### src/hw/ast_regs.svh
// register offsets, field positions, reset values and timing counts
// Functional notes
// - separate tx and rx direction enables, both set after reset
// - clearing the global enable lets the current character finish
// - frame is low start, data lsb first, optional parity, stop bits
// - data length of five, six, seven or eight bits
// - parity may be even, odd, stick or none
// - one or two stop bits appended
// - divisor is 16 integer bits plus 6 fraction bits, own registers
// - oversample tick at sixteen times baud; tx bit lasts sixteen ticks
// - divisors and line control latched together on line control write
// - sixteen entry tx and rx fifos; rx entries carry four status bits
// - fifo depth programmable, single entry mode included
// - enabled transmitter sends back to back until fifo empty
// - busy from fifo non-empty until last stop bit sent
// - falling receive line starts count; sample on eighth tick
// - line high at eighth tick is a false start, flagged and dropped
// - data bits sampled every sixteenth tick after valid start
// - received parity checked against mode, mismatch flagged
// - low stop sample flags a framing error
// - overrun, parity, framing, break detected and stored with char
// - after reset fifos are single entry until fifo enable set
// - data read gives 8 data plus 4 flags; write pushes 8 bits
`ifndef AST_REGS_SVH
`define AST_REGS_SVH
// ==================================
// byte offsets
`define AST_OFS_DATA  12'h000
`define AST_OFS_RXERR 12'h004
`define AST_OFS_FLAG  12'h018
`define AST_OFS_DIVI  12'h024
`define AST_OFS_DIVF  12'h028
`define AST_OFS_LCR   12'h02c
`define AST_OFS_CTL   12'h030
// ==================================
// control and flag bit positions
`define AST_CTL_EN    0
`define AST_CTL_TXE   8
`define AST_CTL_RXE   9
`define AST_FLAG_BUSY 3
`define AST_FLAG_RXFE 4
`define AST_FLAG_TXFF 5
`define AST_FLAG_RXFF 6
`define AST_FLAG_TXFE 7
// ==================================
// reset values
`define AST_EN_RST    1'b0
`define AST_DIR_RST   1'b1
`define AST_DIVI_RST  16'h0000
`define AST_DIVF_RST  6'h00
`define AST_LCR_RST   8'h00
// ==================================
// oversample tick indices
`define AST_START_TICK 4'h7
`define AST_BIT_TICK   4'hf
`endif

### src/hw/ast_pkg.sv
// types shared by the serial transceiver
package ast_pkg;
	typedef struct packed {
		logic       sps;
		logic [1:0] wlen;
		logic       fifo_enable_bit;
		logic       stp2;
		logic       eps;
		logic       pen;
		logic       brk;
	} ast_lcr_t;
	typedef struct packed {
		logic [15:0] div_int;
		logic [5:0]  div_frac;
		ast_lcr_t    lcr;
	} ast_cfg_t;
	typedef struct packed {
		logic       ovr;
		logic       brk;
		logic       par;
		logic       frm;
		logic [7:0] data;
	} ast_rxent_t;
	typedef enum logic [2:0] {
		AST_IDLE  = 3'b000,
		AST_START = 3'b001,
		AST_DATA  = 3'b010,
		AST_PAR   = 3'b011,
		AST_STOP  = 3'b100
	} ast_state_t;
endpackage

### src/hw/ast_top.sv
// serial transceiver with fifos and an avalon-mm register slave
//
// The placing of the registers and the Avalon-MM register port were left to the implementer.
`timescale 1ns/1ns
`include "ast_regs.svh"
module ast_top #(
	parameter int DEPTH = 16,
	parameter int AW    = 4
) (
	// clock and reset
	input  wire logic        i_clk,
	input  wire logic        i_rst_b,
	// avalon-mm slave
	input  wire logic [11:0] i_avs_address,
	input  wire logic        i_avs_read,
	input  wire logic        i_avs_write,
	input  wire logic [31:0] i_avs_writedata,
	output logic      [31:0] o_avs_readdata,
	output logic             o_avs_waitrequest,
	// serial line
	input  wire logic        i_rx_serial,
	output logic             o_tx_serial
);
	localparam int CW = AW + 1;
	localparam logic [CW-1:0] DEP = CW'(DEPTH);

	// ==================================
	// bus slave
	logic        ack_reg;
	logic [31:0] rdata_reg;
	logic [31:0] rdata_next;
	logic        req;
	logic        wr;
	logic        rd;
	logic [11:0] ofs;
	assign req = i_avs_read | i_avs_write;
	assign wr  = i_avs_write & ack_reg;
	assign rd  = i_avs_read & ack_reg;
	assign ofs = {i_avs_address[11:2], 2'b00};
	// one wait cycle so read data come from a flop
	assign o_avs_waitrequest = req & ~ack_reg;
	assign o_avs_readdata    = rdata_reg;

	always_ff @(posedge i_clk or negedge i_rst_b) begin
		if (!i_rst_b)
			ack_reg <= 1'b0;
		else
			ack_reg <= req & ~ack_reg;
	end

	// ==================================
	// control registers
	logic              en_reg;
	logic              txe_reg;
	logic              rxe_reg;
	logic [15:0]       divi_reg;
	logic [5:0]        divf_reg;
	ast_pkg::ast_lcr_t lcr_reg;
	ast_pkg::ast_cfg_t cfg_reg;

	always_ff @(posedge i_clk or negedge i_rst_b) begin
		if (!i_rst_b) begin
			en_reg   <= `AST_EN_RST;
			txe_reg  <= `AST_DIR_RST;
			rxe_reg  <= `AST_DIR_RST;
			divi_reg <= `AST_DIVI_RST;
			divf_reg <= `AST_DIVF_RST;
			lcr_reg  <= `AST_LCR_RST;
			cfg_reg  <= {`AST_DIVI_RST, `AST_DIVF_RST, `AST_LCR_RST};
		end else if (wr) begin
			if (ofs == `AST_OFS_CTL) begin
				en_reg  <= i_avs_writedata[`AST_CTL_EN];
				txe_reg <= i_avs_writedata[`AST_CTL_TXE];
				rxe_reg <= i_avs_writedata[`AST_CTL_RXE];
			end
			if (ofs == `AST_OFS_DIVI)
				divi_reg <= i_avs_writedata[15:0];
			if (ofs == `AST_OFS_DIVF)
				divf_reg <= i_avs_writedata[5:0];
			if (ofs == `AST_OFS_LCR) begin
				lcr_reg <= i_avs_writedata[7:0];
				cfg_reg <= {divi_reg, divf_reg, i_avs_writedata[7:0]};
			end
		end
	end

	// ==================================
	// parity of a character under the latched format
	function automatic logic par_of(input logic [7:0] d, input ast_pkg::ast_lcr_t l);
		logic [7:0] m;
		m = 8'hff >> (2'd3 - l.wlen);
		if (l.sps)
			par_of = ~l.eps;
		else
			par_of = (^(d & m)) ^ ~l.eps;
	endfunction

	logic [2:0] last_bit;
	logic [CW-1:0] lim;
	assign last_bit = {1'b0, cfg_reg.lcr.wlen} + 3'h4;
	assign lim      = cfg_reg.lcr.fifo_enable_bit ? DEP : CW'(1);

	// ==================================
	// oversample tick generator
	logic [15:0] bcnt_reg;
	logic [5:0]  bacc_reg;
	logic        tick_reg;
	logic [6:0]  fsum;
	assign fsum = {1'b0, bacc_reg} + {1'b0, cfg_reg.div_frac};

	// fraction carry stretches one period by a clock to reach the mean rate
	always_ff @(posedge i_clk or negedge i_rst_b) begin
		if (!i_rst_b) begin
			bcnt_reg <= 16'h0000;
			bacc_reg <= 6'h00;
			tick_reg <= 1'b0;
		end else if (cfg_reg.div_int == 16'h0000) begin
			bcnt_reg <= 16'h0000;
			tick_reg <= 1'b0;
		end else if (bcnt_reg == 16'h0000) begin
			tick_reg <= 1'b1;
			bacc_reg <= fsum[5:0];
			bcnt_reg <= cfg_reg.div_int - 16'h0001 + {15'h0000, fsum[6]};
		end else begin
			tick_reg <= 1'b0;
			bcnt_reg <= bcnt_reg - 16'h0001;
		end
	end

	// ==================================
	// transmit fifo
	logic [7:0]    tx_mem [DEPTH];
	logic [AW-1:0] tx_wp;
	logic [AW-1:0] tx_rp;
	logic [CW-1:0] tx_cnt;
	logic          tx_empty;
	logic          tx_full;
	logic          tx_push;
	logic          tx_pop;
	ast_pkg::ast_state_t tx_st;
	assign tx_empty = tx_cnt == CW'(0);
	assign tx_full  = tx_cnt >= lim;
	// writes to a full fifo are dropped
	assign tx_push  = wr && ofs == `AST_OFS_DATA && !tx_full;
	assign tx_pop   = tx_st == ast_pkg::AST_IDLE && en_reg && txe_reg && !tx_empty;

	always_ff @(posedge i_clk) begin
		if (tx_push)
			tx_mem[tx_wp] <= i_avs_writedata[7:0];
	end

	always_ff @(posedge i_clk or negedge i_rst_b) begin
		if (!i_rst_b) begin
			tx_wp  <= '0;
			tx_rp  <= '0;
			tx_cnt <= '0;
		end else begin
			if (tx_push)
				tx_wp <= tx_wp + AW'(1);
			if (tx_pop)
				tx_rp <= tx_rp + AW'(1);
			tx_cnt <= tx_cnt + CW'(tx_push) - CW'(tx_pop);
		end
	end

	// ==================================
	// transmitter
	logic [3:0] tx_tcnt;
	logic [2:0] tx_bit;
	logic [7:0] tx_sh;
	logic       tx_par;
	logic       tx_stop1;
	logic       tx_line_reg;
	logic       txo_reg;
	logic       busy;
	assign busy = !tx_empty || tx_st != ast_pkg::AST_IDLE;

	always_ff @(posedge i_clk or negedge i_rst_b) begin
		if (!i_rst_b) begin
			tx_st       <= ast_pkg::AST_IDLE;
			tx_tcnt     <= 4'h0;
			tx_bit      <= 3'h0;
			tx_sh       <= 8'h00;
			tx_par      <= 1'b0;
			tx_stop1    <= 1'b0;
			tx_line_reg <= 1'b1;
		end else begin
			unique case (tx_st)
				ast_pkg::AST_IDLE: begin
					tx_line_reg <= 1'b1;
					tx_tcnt     <= 4'h0;
					// new frame only while enabled; a running one always ends
					if (tx_pop) begin
						tx_st       <= ast_pkg::AST_START;
						tx_sh       <= tx_mem[tx_rp];
						tx_par      <= par_of(tx_mem[tx_rp], cfg_reg.lcr);
						tx_line_reg <= 1'b0;
					end
				end
				ast_pkg::AST_START, ast_pkg::AST_DATA, ast_pkg::AST_PAR,
				ast_pkg::AST_STOP: begin
					if (tick_reg) begin
						tx_tcnt <= tx_tcnt + 4'h1;
					end
					if (tick_reg && tx_tcnt == `AST_BIT_TICK) begin
						unique case (tx_st)
							ast_pkg::AST_START: begin
								tx_st       <= ast_pkg::AST_DATA;
								tx_bit      <= 3'h0;
								tx_line_reg <= tx_sh[0];
							end
							ast_pkg::AST_DATA: begin
								if (tx_bit == last_bit) begin
									tx_st       <= cfg_reg.lcr.pen ? ast_pkg::AST_PAR
										: ast_pkg::AST_STOP;
									tx_line_reg <= cfg_reg.lcr.pen ? tx_par : 1'b1;
									tx_stop1    <= 1'b0;
								end else begin
									tx_bit      <= tx_bit + 3'h1;
									tx_sh       <= tx_sh >> 1;
									tx_line_reg <= tx_sh[1];
								end
							end
							ast_pkg::AST_PAR: begin
								tx_st       <= ast_pkg::AST_STOP;
								tx_line_reg <= 1'b1;
								tx_stop1    <= 1'b0;
							end
							default: begin
								if (cfg_reg.lcr.stp2 && !tx_stop1)
									tx_stop1 <= 1'b1;
								else
									tx_st <= ast_pkg::AST_IDLE;
							end
						endcase
					end
				end
				default: tx_st <= ast_pkg::AST_IDLE;
			endcase
		end
	end

	// break forces the line low whatever the shifter holds
	always_ff @(posedge i_clk or negedge i_rst_b) begin
		if (!i_rst_b)
			txo_reg <= 1'b1;
		else
			txo_reg <= tx_line_reg & ~cfg_reg.lcr.brk;
	end
	assign o_tx_serial = txo_reg;

	// ==================================
	// receive line synchroniser
	logic rx_s1;
	logic rx_s2;
	logic rx_s3;
	logic rx_filt;
	logic rx_prev;

	always_ff @(posedge i_clk or negedge i_rst_b) begin
		if (!i_rst_b) begin
			rx_s1   <= 1'b1;
			rx_s2   <= 1'b1;
			rx_s3   <= 1'b1;
			rx_filt <= 1'b1;
			rx_prev <= 1'b1;
		end else begin
			rx_s1   <= i_rx_serial;
			rx_s2   <= rx_s1;
			rx_s3   <= rx_s2;
			rx_filt <= (rx_s2 == rx_s3) ? rx_s3 : rx_filt;
			rx_prev <= rx_filt;
		end
	end

	// ==================================
	// receiver
	ast_pkg::ast_state_t rx_st;
	ast_pkg::ast_rxent_t rx_ent_reg;
	logic [3:0] rx_tcnt;
	logic [2:0] rx_bit;
	logic [7:0] rx_sh;
	logic       rx_perr;
	logic       rx_zero;
	logic       rx_push_reg;
	logic       start_set;
	logic       ovr_pend;
	logic       rx_fall;
	logic       rx_at;
	// a fall only counts after the line was seen high
	assign rx_fall = rx_prev && !rx_filt;
	assign rx_at   = tick_reg && rx_tcnt == `AST_BIT_TICK;

	always_ff @(posedge i_clk or negedge i_rst_b) begin
		if (!i_rst_b) begin
			rx_st       <= ast_pkg::AST_IDLE;
			rx_tcnt     <= 4'h0;
			rx_bit      <= 3'h0;
			rx_sh       <= 8'h00;
			rx_perr     <= 1'b0;
			rx_zero     <= 1'b0;
			rx_push_reg <= 1'b0;
			rx_ent_reg  <= '0;
			start_set   <= 1'b0;
		end else begin
			rx_push_reg <= 1'b0;
			start_set   <= 1'b0;
			if (tick_reg)
				rx_tcnt <= rx_tcnt + 4'h1;
			unique case (rx_st)
				ast_pkg::AST_IDLE: begin
					if (en_reg && rxe_reg && rx_fall) begin
						rx_st   <= ast_pkg::AST_START;
						rx_tcnt <= 4'h0;
					end
				end
				ast_pkg::AST_START: begin
					if (tick_reg && rx_tcnt == `AST_START_TICK) begin
						rx_tcnt <= 4'h0;
						if (rx_filt) begin
							rx_st     <= ast_pkg::AST_IDLE;
							start_set <= 1'b1;
						end else begin
							rx_st   <= ast_pkg::AST_DATA;
							rx_bit  <= 3'h0;
							rx_sh   <= 8'h00;
							rx_perr <= 1'b0;
							rx_zero <= 1'b1;
						end
					end
				end
				ast_pkg::AST_DATA: begin
					if (rx_at) begin
						rx_sh[rx_bit] <= rx_filt;
						rx_zero       <= rx_zero & ~rx_filt;
						if (rx_bit == last_bit)
							rx_st <= cfg_reg.lcr.pen ? ast_pkg::AST_PAR : ast_pkg::AST_STOP;
						else
							rx_bit <= rx_bit + 3'h1;
					end
				end
				ast_pkg::AST_PAR: begin
					if (rx_at) begin
						rx_perr <= rx_filt != par_of(rx_sh, cfg_reg.lcr);
						rx_zero <= rx_zero & ~rx_filt;
						rx_st   <= ast_pkg::AST_STOP;
					end
				end
				ast_pkg::AST_STOP: begin
					if (rx_at) begin
						rx_st           <= ast_pkg::AST_IDLE;
						rx_push_reg     <= 1'b1;
						rx_ent_reg.data <= rx_sh;
						rx_ent_reg.frm  <= !rx_filt;
						rx_ent_reg.par  <= rx_perr;
						rx_ent_reg.brk  <= rx_zero && !rx_filt;
						rx_ent_reg.ovr  <= 1'b0;
					end
				end
				default: rx_st <= ast_pkg::AST_IDLE;
			endcase
		end
	end

	// ==================================
	// receive fifo
	ast_pkg::ast_rxent_t rx_mem [DEPTH];
	logic [AW-1:0] rx_wp;
	logic [AW-1:0] rx_rp;
	logic [CW-1:0] rx_cnt;
	logic          rx_empty;
	logic          rx_full;
	logic          rx_wr;
	logic          rx_pop;
	logic          rx_ovf;
	assign rx_empty = rx_cnt == CW'(0);
	assign rx_full  = rx_cnt >= lim;
	assign rx_wr    = rx_push_reg && !rx_full;
	assign rx_ovf   = rx_push_reg && rx_full;
	assign rx_pop   = rd && ofs == `AST_OFS_DATA && !rx_empty;

	// an overrun tags the next character that fits
	always_ff @(posedge i_clk) begin
		if (rx_wr)
			rx_mem[rx_wp] <= {ovr_pend, rx_ent_reg[10:0]};
	end

	always_ff @(posedge i_clk or negedge i_rst_b) begin
		if (!i_rst_b) begin
			rx_wp    <= '0;
			rx_rp    <= '0;
			rx_cnt   <= '0;
			ovr_pend <= 1'b0;
		end else begin
			if (rx_wr)
				rx_wp <= rx_wp + AW'(1);
			if (rx_pop)
				rx_rp <= rx_rp + AW'(1);
			rx_cnt <= rx_cnt + CW'(rx_wr) - CW'(rx_pop);
			if (rx_ovf)
				ovr_pend <= 1'b1;
			else if (rx_wr)
				ovr_pend <= 1'b0;
		end
	end

	// ==================================
	// sticky error status, set wins over clear
	logic [4:0] err_reg;
	logic [4:0] err_set;
	logic       err_clr;
	assign err_set = {start_set, rx_ovf, rx_push_reg & rx_ent_reg.brk,
		rx_push_reg & rx_ent_reg.par, rx_push_reg & rx_ent_reg.frm};
	assign err_clr = wr && ofs == `AST_OFS_RXERR;

	always_ff @(posedge i_clk or negedge i_rst_b) begin
		if (!i_rst_b)
			err_reg <= 5'h00;
		else
			err_reg <= err_set | (err_reg & {5{~err_clr}});
	end

	// ==================================
	// read mux
	always_comb begin
		case (ofs)
			`AST_OFS_DATA:  rdata_next = rx_empty ? 32'h0 : {20'h0, rx_mem[rx_rp]};
			`AST_OFS_RXERR: rdata_next = {27'h0, err_reg};
			`AST_OFS_FLAG:  rdata_next = {24'h0, tx_empty, rx_full, tx_full, rx_empty,
				busy, 3'h0};
			`AST_OFS_DIVI:  rdata_next = {16'h0, divi_reg};
			`AST_OFS_DIVF:  rdata_next = {26'h0, divf_reg};
			`AST_OFS_LCR:   rdata_next = {24'h0, lcr_reg};
			`AST_OFS_CTL:   rdata_next = {22'h0, rxe_reg, txe_reg, 7'h0, en_reg};
			default:        rdata_next = 32'h0;
		endcase
	end

	always_ff @(posedge i_clk or negedge i_rst_b) begin
		if (!i_rst_b)
			rdata_reg <= 32'h0;
		else if (req && !ack_reg)
			rdata_reg <= rdata_next;
	end
endmodule

### config.mk
export PLATFORM = sky130hd
export DESIGN_NAME = ast_top
export DESIGN_NICKNAME = d
export VERILOG_FILES = /design/src/hw/ast_pkg.sv /design/src/hw/ast_top.sv
export VERILOG_INCLUDE_DIRS = /design/src /design/src/hw
export SDC_FILE = /design/constraint.sdc
export NUM_CORES = 1
export LEC_CHECK = 0
export ABC_AREA = 1
export BUFFER_PORTS_ARGS = -buffer_cell sky130_fd_sc_hd__buf_2
export CAP_MARGIN = 20
export CORE_UTILIZATION = 30
export CTS_BUF_LIST = sky130_fd_sc_hd__clkbuf_8
export DETAILED_ROUTE_END_ITERATION = 7
export SLEW_MARGIN = 20
export SYNTH_ARGS = -nofsm -noshare
export SYNTH_HDL_FRONTEND = slang
export SYNTH_SLANG_ARGS = --single-unit
### constraint.sdc
create_clock -name i_clk -period 4.7 [get_ports i_clk]
set_input_delay 1.41 -clock i_clk [delete_from_list [all_inputs] [get_ports i_clk]]
set_output_delay 1.41 -clock i_clk [all_outputs]
set_load 0.02 [all_outputs]
==> flow_metrics.tcl, run 1 <==
set metrics [dict create \
    vdd_drop_max_uv 167 \
    fin_nets 2418 \
    synth.distinct_cells 58 \
    die_x_um 278 \
    crit_chain "buf_2, nor2_2, nand3_1, nor4_2, nand3_1, ha_1, inv_1, ha_1, inv_1, fa_1, o21ai_0, a21oi_1, xor2_1" \
    dieArea_sq_um 77400 \
    place_area_sq_um 24300 \
    fin_crit_sh 0.774 \
    critPathArrivalTime_ns 4.17 \
    async_reset_ff_frac 0.369 \
    stdcell_area_sq_um 25800 \
    antenna_left 0 \
    globalplace.congestion 0.836 \
    status "finished clean" \
    grt_max_degree 126 \
    syn_avg_cell_area_sq_um 10.3 \
    clock_path_buffers 3 \
    relSlewSlack 0.369 \
    cts_setup_buffers 0 \
    routed_via_density 4.72 \
    die_h_um 278 \
    rsz0062_at_grt "no" \
    dp_hpwl_mm 34.6 \
    io_buffers 48 \
    io_pins 83 \
    dr_total_vias 15800 \
    worstPathMaxFanout 5 \
    gr-usage-all-layers 0.139 \
    max_cap_viol_count 0 \
    fin_ws_ns 1.06 \
    grt_pass1_vias 15000 \
    slowest_delay_ns 0.39 \
    synth_common_cells "nand2_1, edfxtp_1, inv_1, o21ai_0, dfrtp_1" \
    synth_top_flop_cell "edfxtp_1" \
    powerDensity_nw_per_um2 380 \
    postCtsHoldBufs 0 \
    antenna_found_initial 0 \
    routedWlPerCell_um 16.1 \
    core_area_sq_um 74900 \
    htreeDepth 3 \
    fmax_mhz 275 \
    final-hold-violation-count 0 \
    slew_violations 0 \
    insertion_delay_ns 0.67 \
    cp_data_required_time_ns 5.23 \
    cts_sinks 507 \
    crit_slowest_cell "nor4_2" \
    initial_core_util 0.305 \
    power.leakage_uw 0.0109 \
    wl_mm 53.9 \
    synth_area_sq_um 22900 \
    largest_reg_flops 192 \
    path_class "input port to register" \
    cts_tree "done" \
    worst_clock_skew_ns 0.0372 \
    tns_ns 0 \
    cts_inserted_buffers 83 \
    syn2layout_area_growth_pct 12.5 \
    synth_area_leaders "edfxtp_1, dfrtp_1, nand2_1, inv_1, o21ai_0" \
    synth.top_cell.area_share 0.420 \
    n_antenna_cell 0 \
    worst_pin_slew_ns 0.947 \
    cts.clk_slew.worst_paths_ns 0.06 \
    drc_errors 0 \
    grt_pass1_wl_mm 84.8 \
    yosysMostFrequentCell "nand2_1" \
    finalSetupViolCount 0 \
    dp_worst_setup_slack_ns 0.400 \
    drive_above_1_share 0.107 \
    rows 100 \
    drt_iter0_drc 1281 \
    cts_resized 0 \
    post-route-min-period_ns 3.64 \
    endpoint_kind "register" \
    synthCells 2227 \
    grt_overflow 0 \
    cts_root_buf "clkbuf_8" \
    ys_ff_latch 507 \
    ys_warn_count 0 \
    first_pass_iters 5 \
    min_path_type "register to register" \
    ys_seq_area_frac 0.625 \
    synth_edf_count 320 \
    yosys.area.top_type "edfxtp_1" \
    worstSetupStartpointType "input port" \
]
## worst max-delay path: cells and delay by family
family	cells	cell delay (ns)
and+or+nand+nor	4	1.20
adders and majority gates	3	0.90
AOI/OAI and AO/OA	2	0.29
buffers and inverters	3	0.21
xor gates and xnor gates	1	0.14
## routing by layer
| metal | up-vias | global-route usage | routed length (um) |
|---|---|---|---|
| li1 | 7723 | - | - |
| met5 | - | 0 | 0 |
| met1 | 7607 | 0.197 | 25500 |
| met3 | 82 | 0.0259 | 3120 |
| met2 | 406 | 0.218 | 24300 |
| met4 | 0 | 0.0378 | 960 |
## report_power, final
| group | internal (uW) | leakage (uW) | switching, uW |
|---|---|---|---|
| sequential | 4930 | 0.00538 | 157 |
| clock | 1770 | 0.000919 | 1730 |
| combinational | 420 | 0.00458 | 796 |
## per-stage QoR
step	utilization	cells	total power (uW)	hold WS, ns
floorplan	-	2242	6080	0.345
global placement	0.324	3205	6360	0.353
detailed placement	0.324	3205	6390	0.353
CTS	0.344	3350	9920	0.361
global route	0.344	3351	10300	0.361
finish	0.344	3351	9800	0.358
## cell usage in the layout (no fill, tap or decap), drive strengths merged, types with 4 or more instances in the layout
cell type,n
edfxtp,320
xor2,39
a221o,4
a311oi,4
o32ai,9
nor4,7
nand2,480
buf,92
clkinv,9
dfrtp,178
nor3,28
o21ai,184
nand3,145
clkbuf,91
a211oi,7
a31oi,4
o22ai,26
ha,44
conb,16
inv,307
o211ai,11
nand4,16
dfstp,9
a21oi,94
a221oi,16
o221ai,7
mux2,15
nor2,181
xnor2,12
## worst paths after layout
| check | cells past startpoint | to | startpoint | slack, ns |
|---|---|---|---|---|
| worst max-delay path | 13 | tx_cnt[4] | i_avs_address[11] | 1.06 |
| worst min-delay path | 0 | rx_s2 | rx_s1 | 0.36 |
| max in group asynchronous | 2 | tx_rp[0] | i_rst_b | 3.05 |
| min in group asynchronous | 1 | o_avs_readdata[4] | i_rst_b | 0.60 |
| worst min register to register | 0 | rx_s2 | rx_s1 | 0.36 |
| worst max register to register | 16 | rx_cnt[4] | rx_cnt[1] | 1.35 |
## cells by family after synthesis
kind of cell	count (synthesis)	share of synthesized area
AND/OR/NAND/NOR	867	0.161
flip-flops	507	0.625
AO/OA/AOI/OAI	378	0.0947
buffers and inverters	360	0.0659
XOR/XNOR	51	0.0195
adder cells (fa/ha/maj)	48	0.0271
multiplexers	15	0.00738
other	1	0.000164
## cell type report
class | instances | area, sq um
fillers | 7512 | 49200
flip-flops and latches | 507 | 14300
multi-input cells | 1375 | 7160
clock buffers | 90 | 1240
well taps | 969 | 1210
inverters | 262 | 985
repair buffers | 93 | 612
clock inverters | 55 | 253
No activity file was read; power rests on OpenSTA's default activity.
==> run 2, diff against run 1 <==
==> constraint.sdc (replaced) <==
create_clock -name i_clk -period 3.65 [get_ports i_clk]
set_input_delay 1.095 -clock i_clk [delete_from_list [all_inputs] [get_ports i_clk]]
set_output_delay 1.095 -clock i_clk [all_outputs]
set_load 0.02 [all_outputs]
==> run 2 against run 1 <==
Combinational power grew 29%. Largest power group unchanged. Largest cell class unchanged. Final area rose by 1.6%. Sequential share of layout area shrank 0.86 points. Critical path depth is 9 lower. Non-clock buffer count up 16. Final cell count is 0.87% higher. Sequential cell count unchanged. Critical endpoint is now o_avs_waitrequest. Via count rose by 1.2%. Clock skew up 0.012 ns.
==> flow_metrics.tcl, run 2 (synthesis results as in run 1) <==
set metrics [dict create \
    status "finished clean" \
    place_area_sq_um 24400 \
    cts_resized 0 \
    dr_total_vias 16000 \
    cts_sinks 507 \
    fin_crit_sh 0.806 \
    fmax_mhz 340 \
    grt_pass1_vias 15400 \
    dieArea_sq_um 77400 \
    relSlewSlack 0.474 \
    globalplace.congestion 0.840 \
    rsz0062_at_grt "no" \
    stdcell_area_sq_um 26200 \
    final-hold-violation-count 0 \
    first_pass_iters 5 \
    die_h_um 278 \
    cp.depth 4 \
    worst_pin_slew_ns 0.783 \
    grt_max_degree 72 \
    postCtsHoldBufs 0 \
    drive_above_1_share 0.121 \
    cp_data_required_time_ns 2.55 \
    worstPathMaxFanout 14 \
    vdd_drop_max_uv 216 \
    crit_buf_inv 3 \
    routedWlPerCell_um 16.3 \
    drc_errors 0 \
    crit_slowest_cell "inv_1" \
    crit_top_cell "buf_2" \
    grt_pass1_wl_mm 87.4 \
    htreeDepth 3 \
    slowest_delay_ns 0.34 \
    initial_core_util 0.305 \
    routed_via_density 4.74 \
    io_buffers 48 \
    wl_mm 55.0 \
    min_path_type "input port to async pin" \
    tns_ns 0 \
    crit_family "buffers and inverters" \
    cts_inserted_buffers 85 \
    grt_overflow 0 \
    post-route-min-period_ns 2.94 \
    cts_tree "done" \
    io_pins 83 \
    cts_setup_buffers 0 \
    endpoint_kind "primary output" \
    gr-usage-all-layers 0.143 \
    multiInputGateArea_sq_um 7150 \
    fin_nets 2436 \
    mostFrequentLayoutCells "nand2_1, edfxtp_1, inv_1" \
    ff2ff_path_depth 14 \
    final_common_cell "nand2_1" \
    rows 100 \
    die_x_um 278 \
    syn2layout_area_growth_pct 14.3 \
    cts.clk_slew.worst_paths_ns 0.06 \
    n_antenna_cell 0 \
    clock_path_buffers 3 \
    slew_violations 0 \
    largest_reg_flops 192 \
    worst_clock_skew_ns 0.0487 \
    critPathArrivalTime_ns 1.85 \
    path_class "input port to primary output" \
    crit_chain "buf_2, o21ai_1, inv_1, buf_2" \
    power.leakage_uw 0.0111 \
    powerDensity_nw_per_um2 509 \
    antenna_found_initial 1 \
    core_area_sq_um 74900 \
    insertion_delay_ns 0.68 \
    finalSetupViolCount 0 \
    cts_root_buf "clkbuf_8" \
    max_cap_viol_count 0 \
    drt_iter0_drc 1383 \
    regArea_sq_um 14300 \
    dp_hpwl_mm 35.2 \
    antenna_left 0 \
    worstSetupStartpointType "input port" \
    n_fill_cell 7525 \
]
==> run 2: where the power goes <==
group	leakage (uW)	switching [uW]	total [uW]	internal (uW)
Clock	0.00102	2390	5200	2810
Sequential	0.00544	202	6550	6340
Combinational	0.00465	1020	1570	549
Total	0.0111	3610	13300	9700
==> run 2: layout make-up <==
cell class                      count  share of cell area
Inverter                          262              0.0376
Clock buffer                       93              0.0489
Multi-Input combinational cell   1375               0.273
Sequential cell                   507               0.547
Clock inverter                     65              0.0184
Timing Repair Buffer              109              0.0289
Tap cell                          969              0.0463
==> run 2: worst paths after layout <==
check,startpoint,end,slack [ns]
worst max-delay path,i_avs_read,o_avs_waitrequest,0.71
worst min-delay path,i_rst_b,o_avs_readdata[6],0.35
worst max register to register,tx_cnt[2],tx_cnt[4],0.71
worst min register to register,rx_s1,rx_s2,0.36
max in group asynchronous,i_rst_b,bacc_reg[1],2.52
min in group i_clk,rx_s1,rx_s2,0.36
==> run 2: layer usage <==
metal	track usage	up-vias	part of all wire
met5	0	-	0.00024
met1	0.204	7697	0.47
li1	-	7777	-
met2	0.220	454	0.45
met3	0.0265	84	0.058
met4	0.0421	2	0.019
==> run 2: stage by stage <==
stage	hold WS, ns	util	setup WS (ns)	instances	power (uW)
global placement	0.349	0.326	0.0584	3222	8200
finish	0.347	0.349	0.709	3380	13300
floorplan	0.345	-	0.357	2242	7830
CTS	0.307	0.349	0.684	3380	13500
global route	0.333	0.349	0.391	3380	14000
detailed placement	0.352	0.326	0.0877	3222	8230
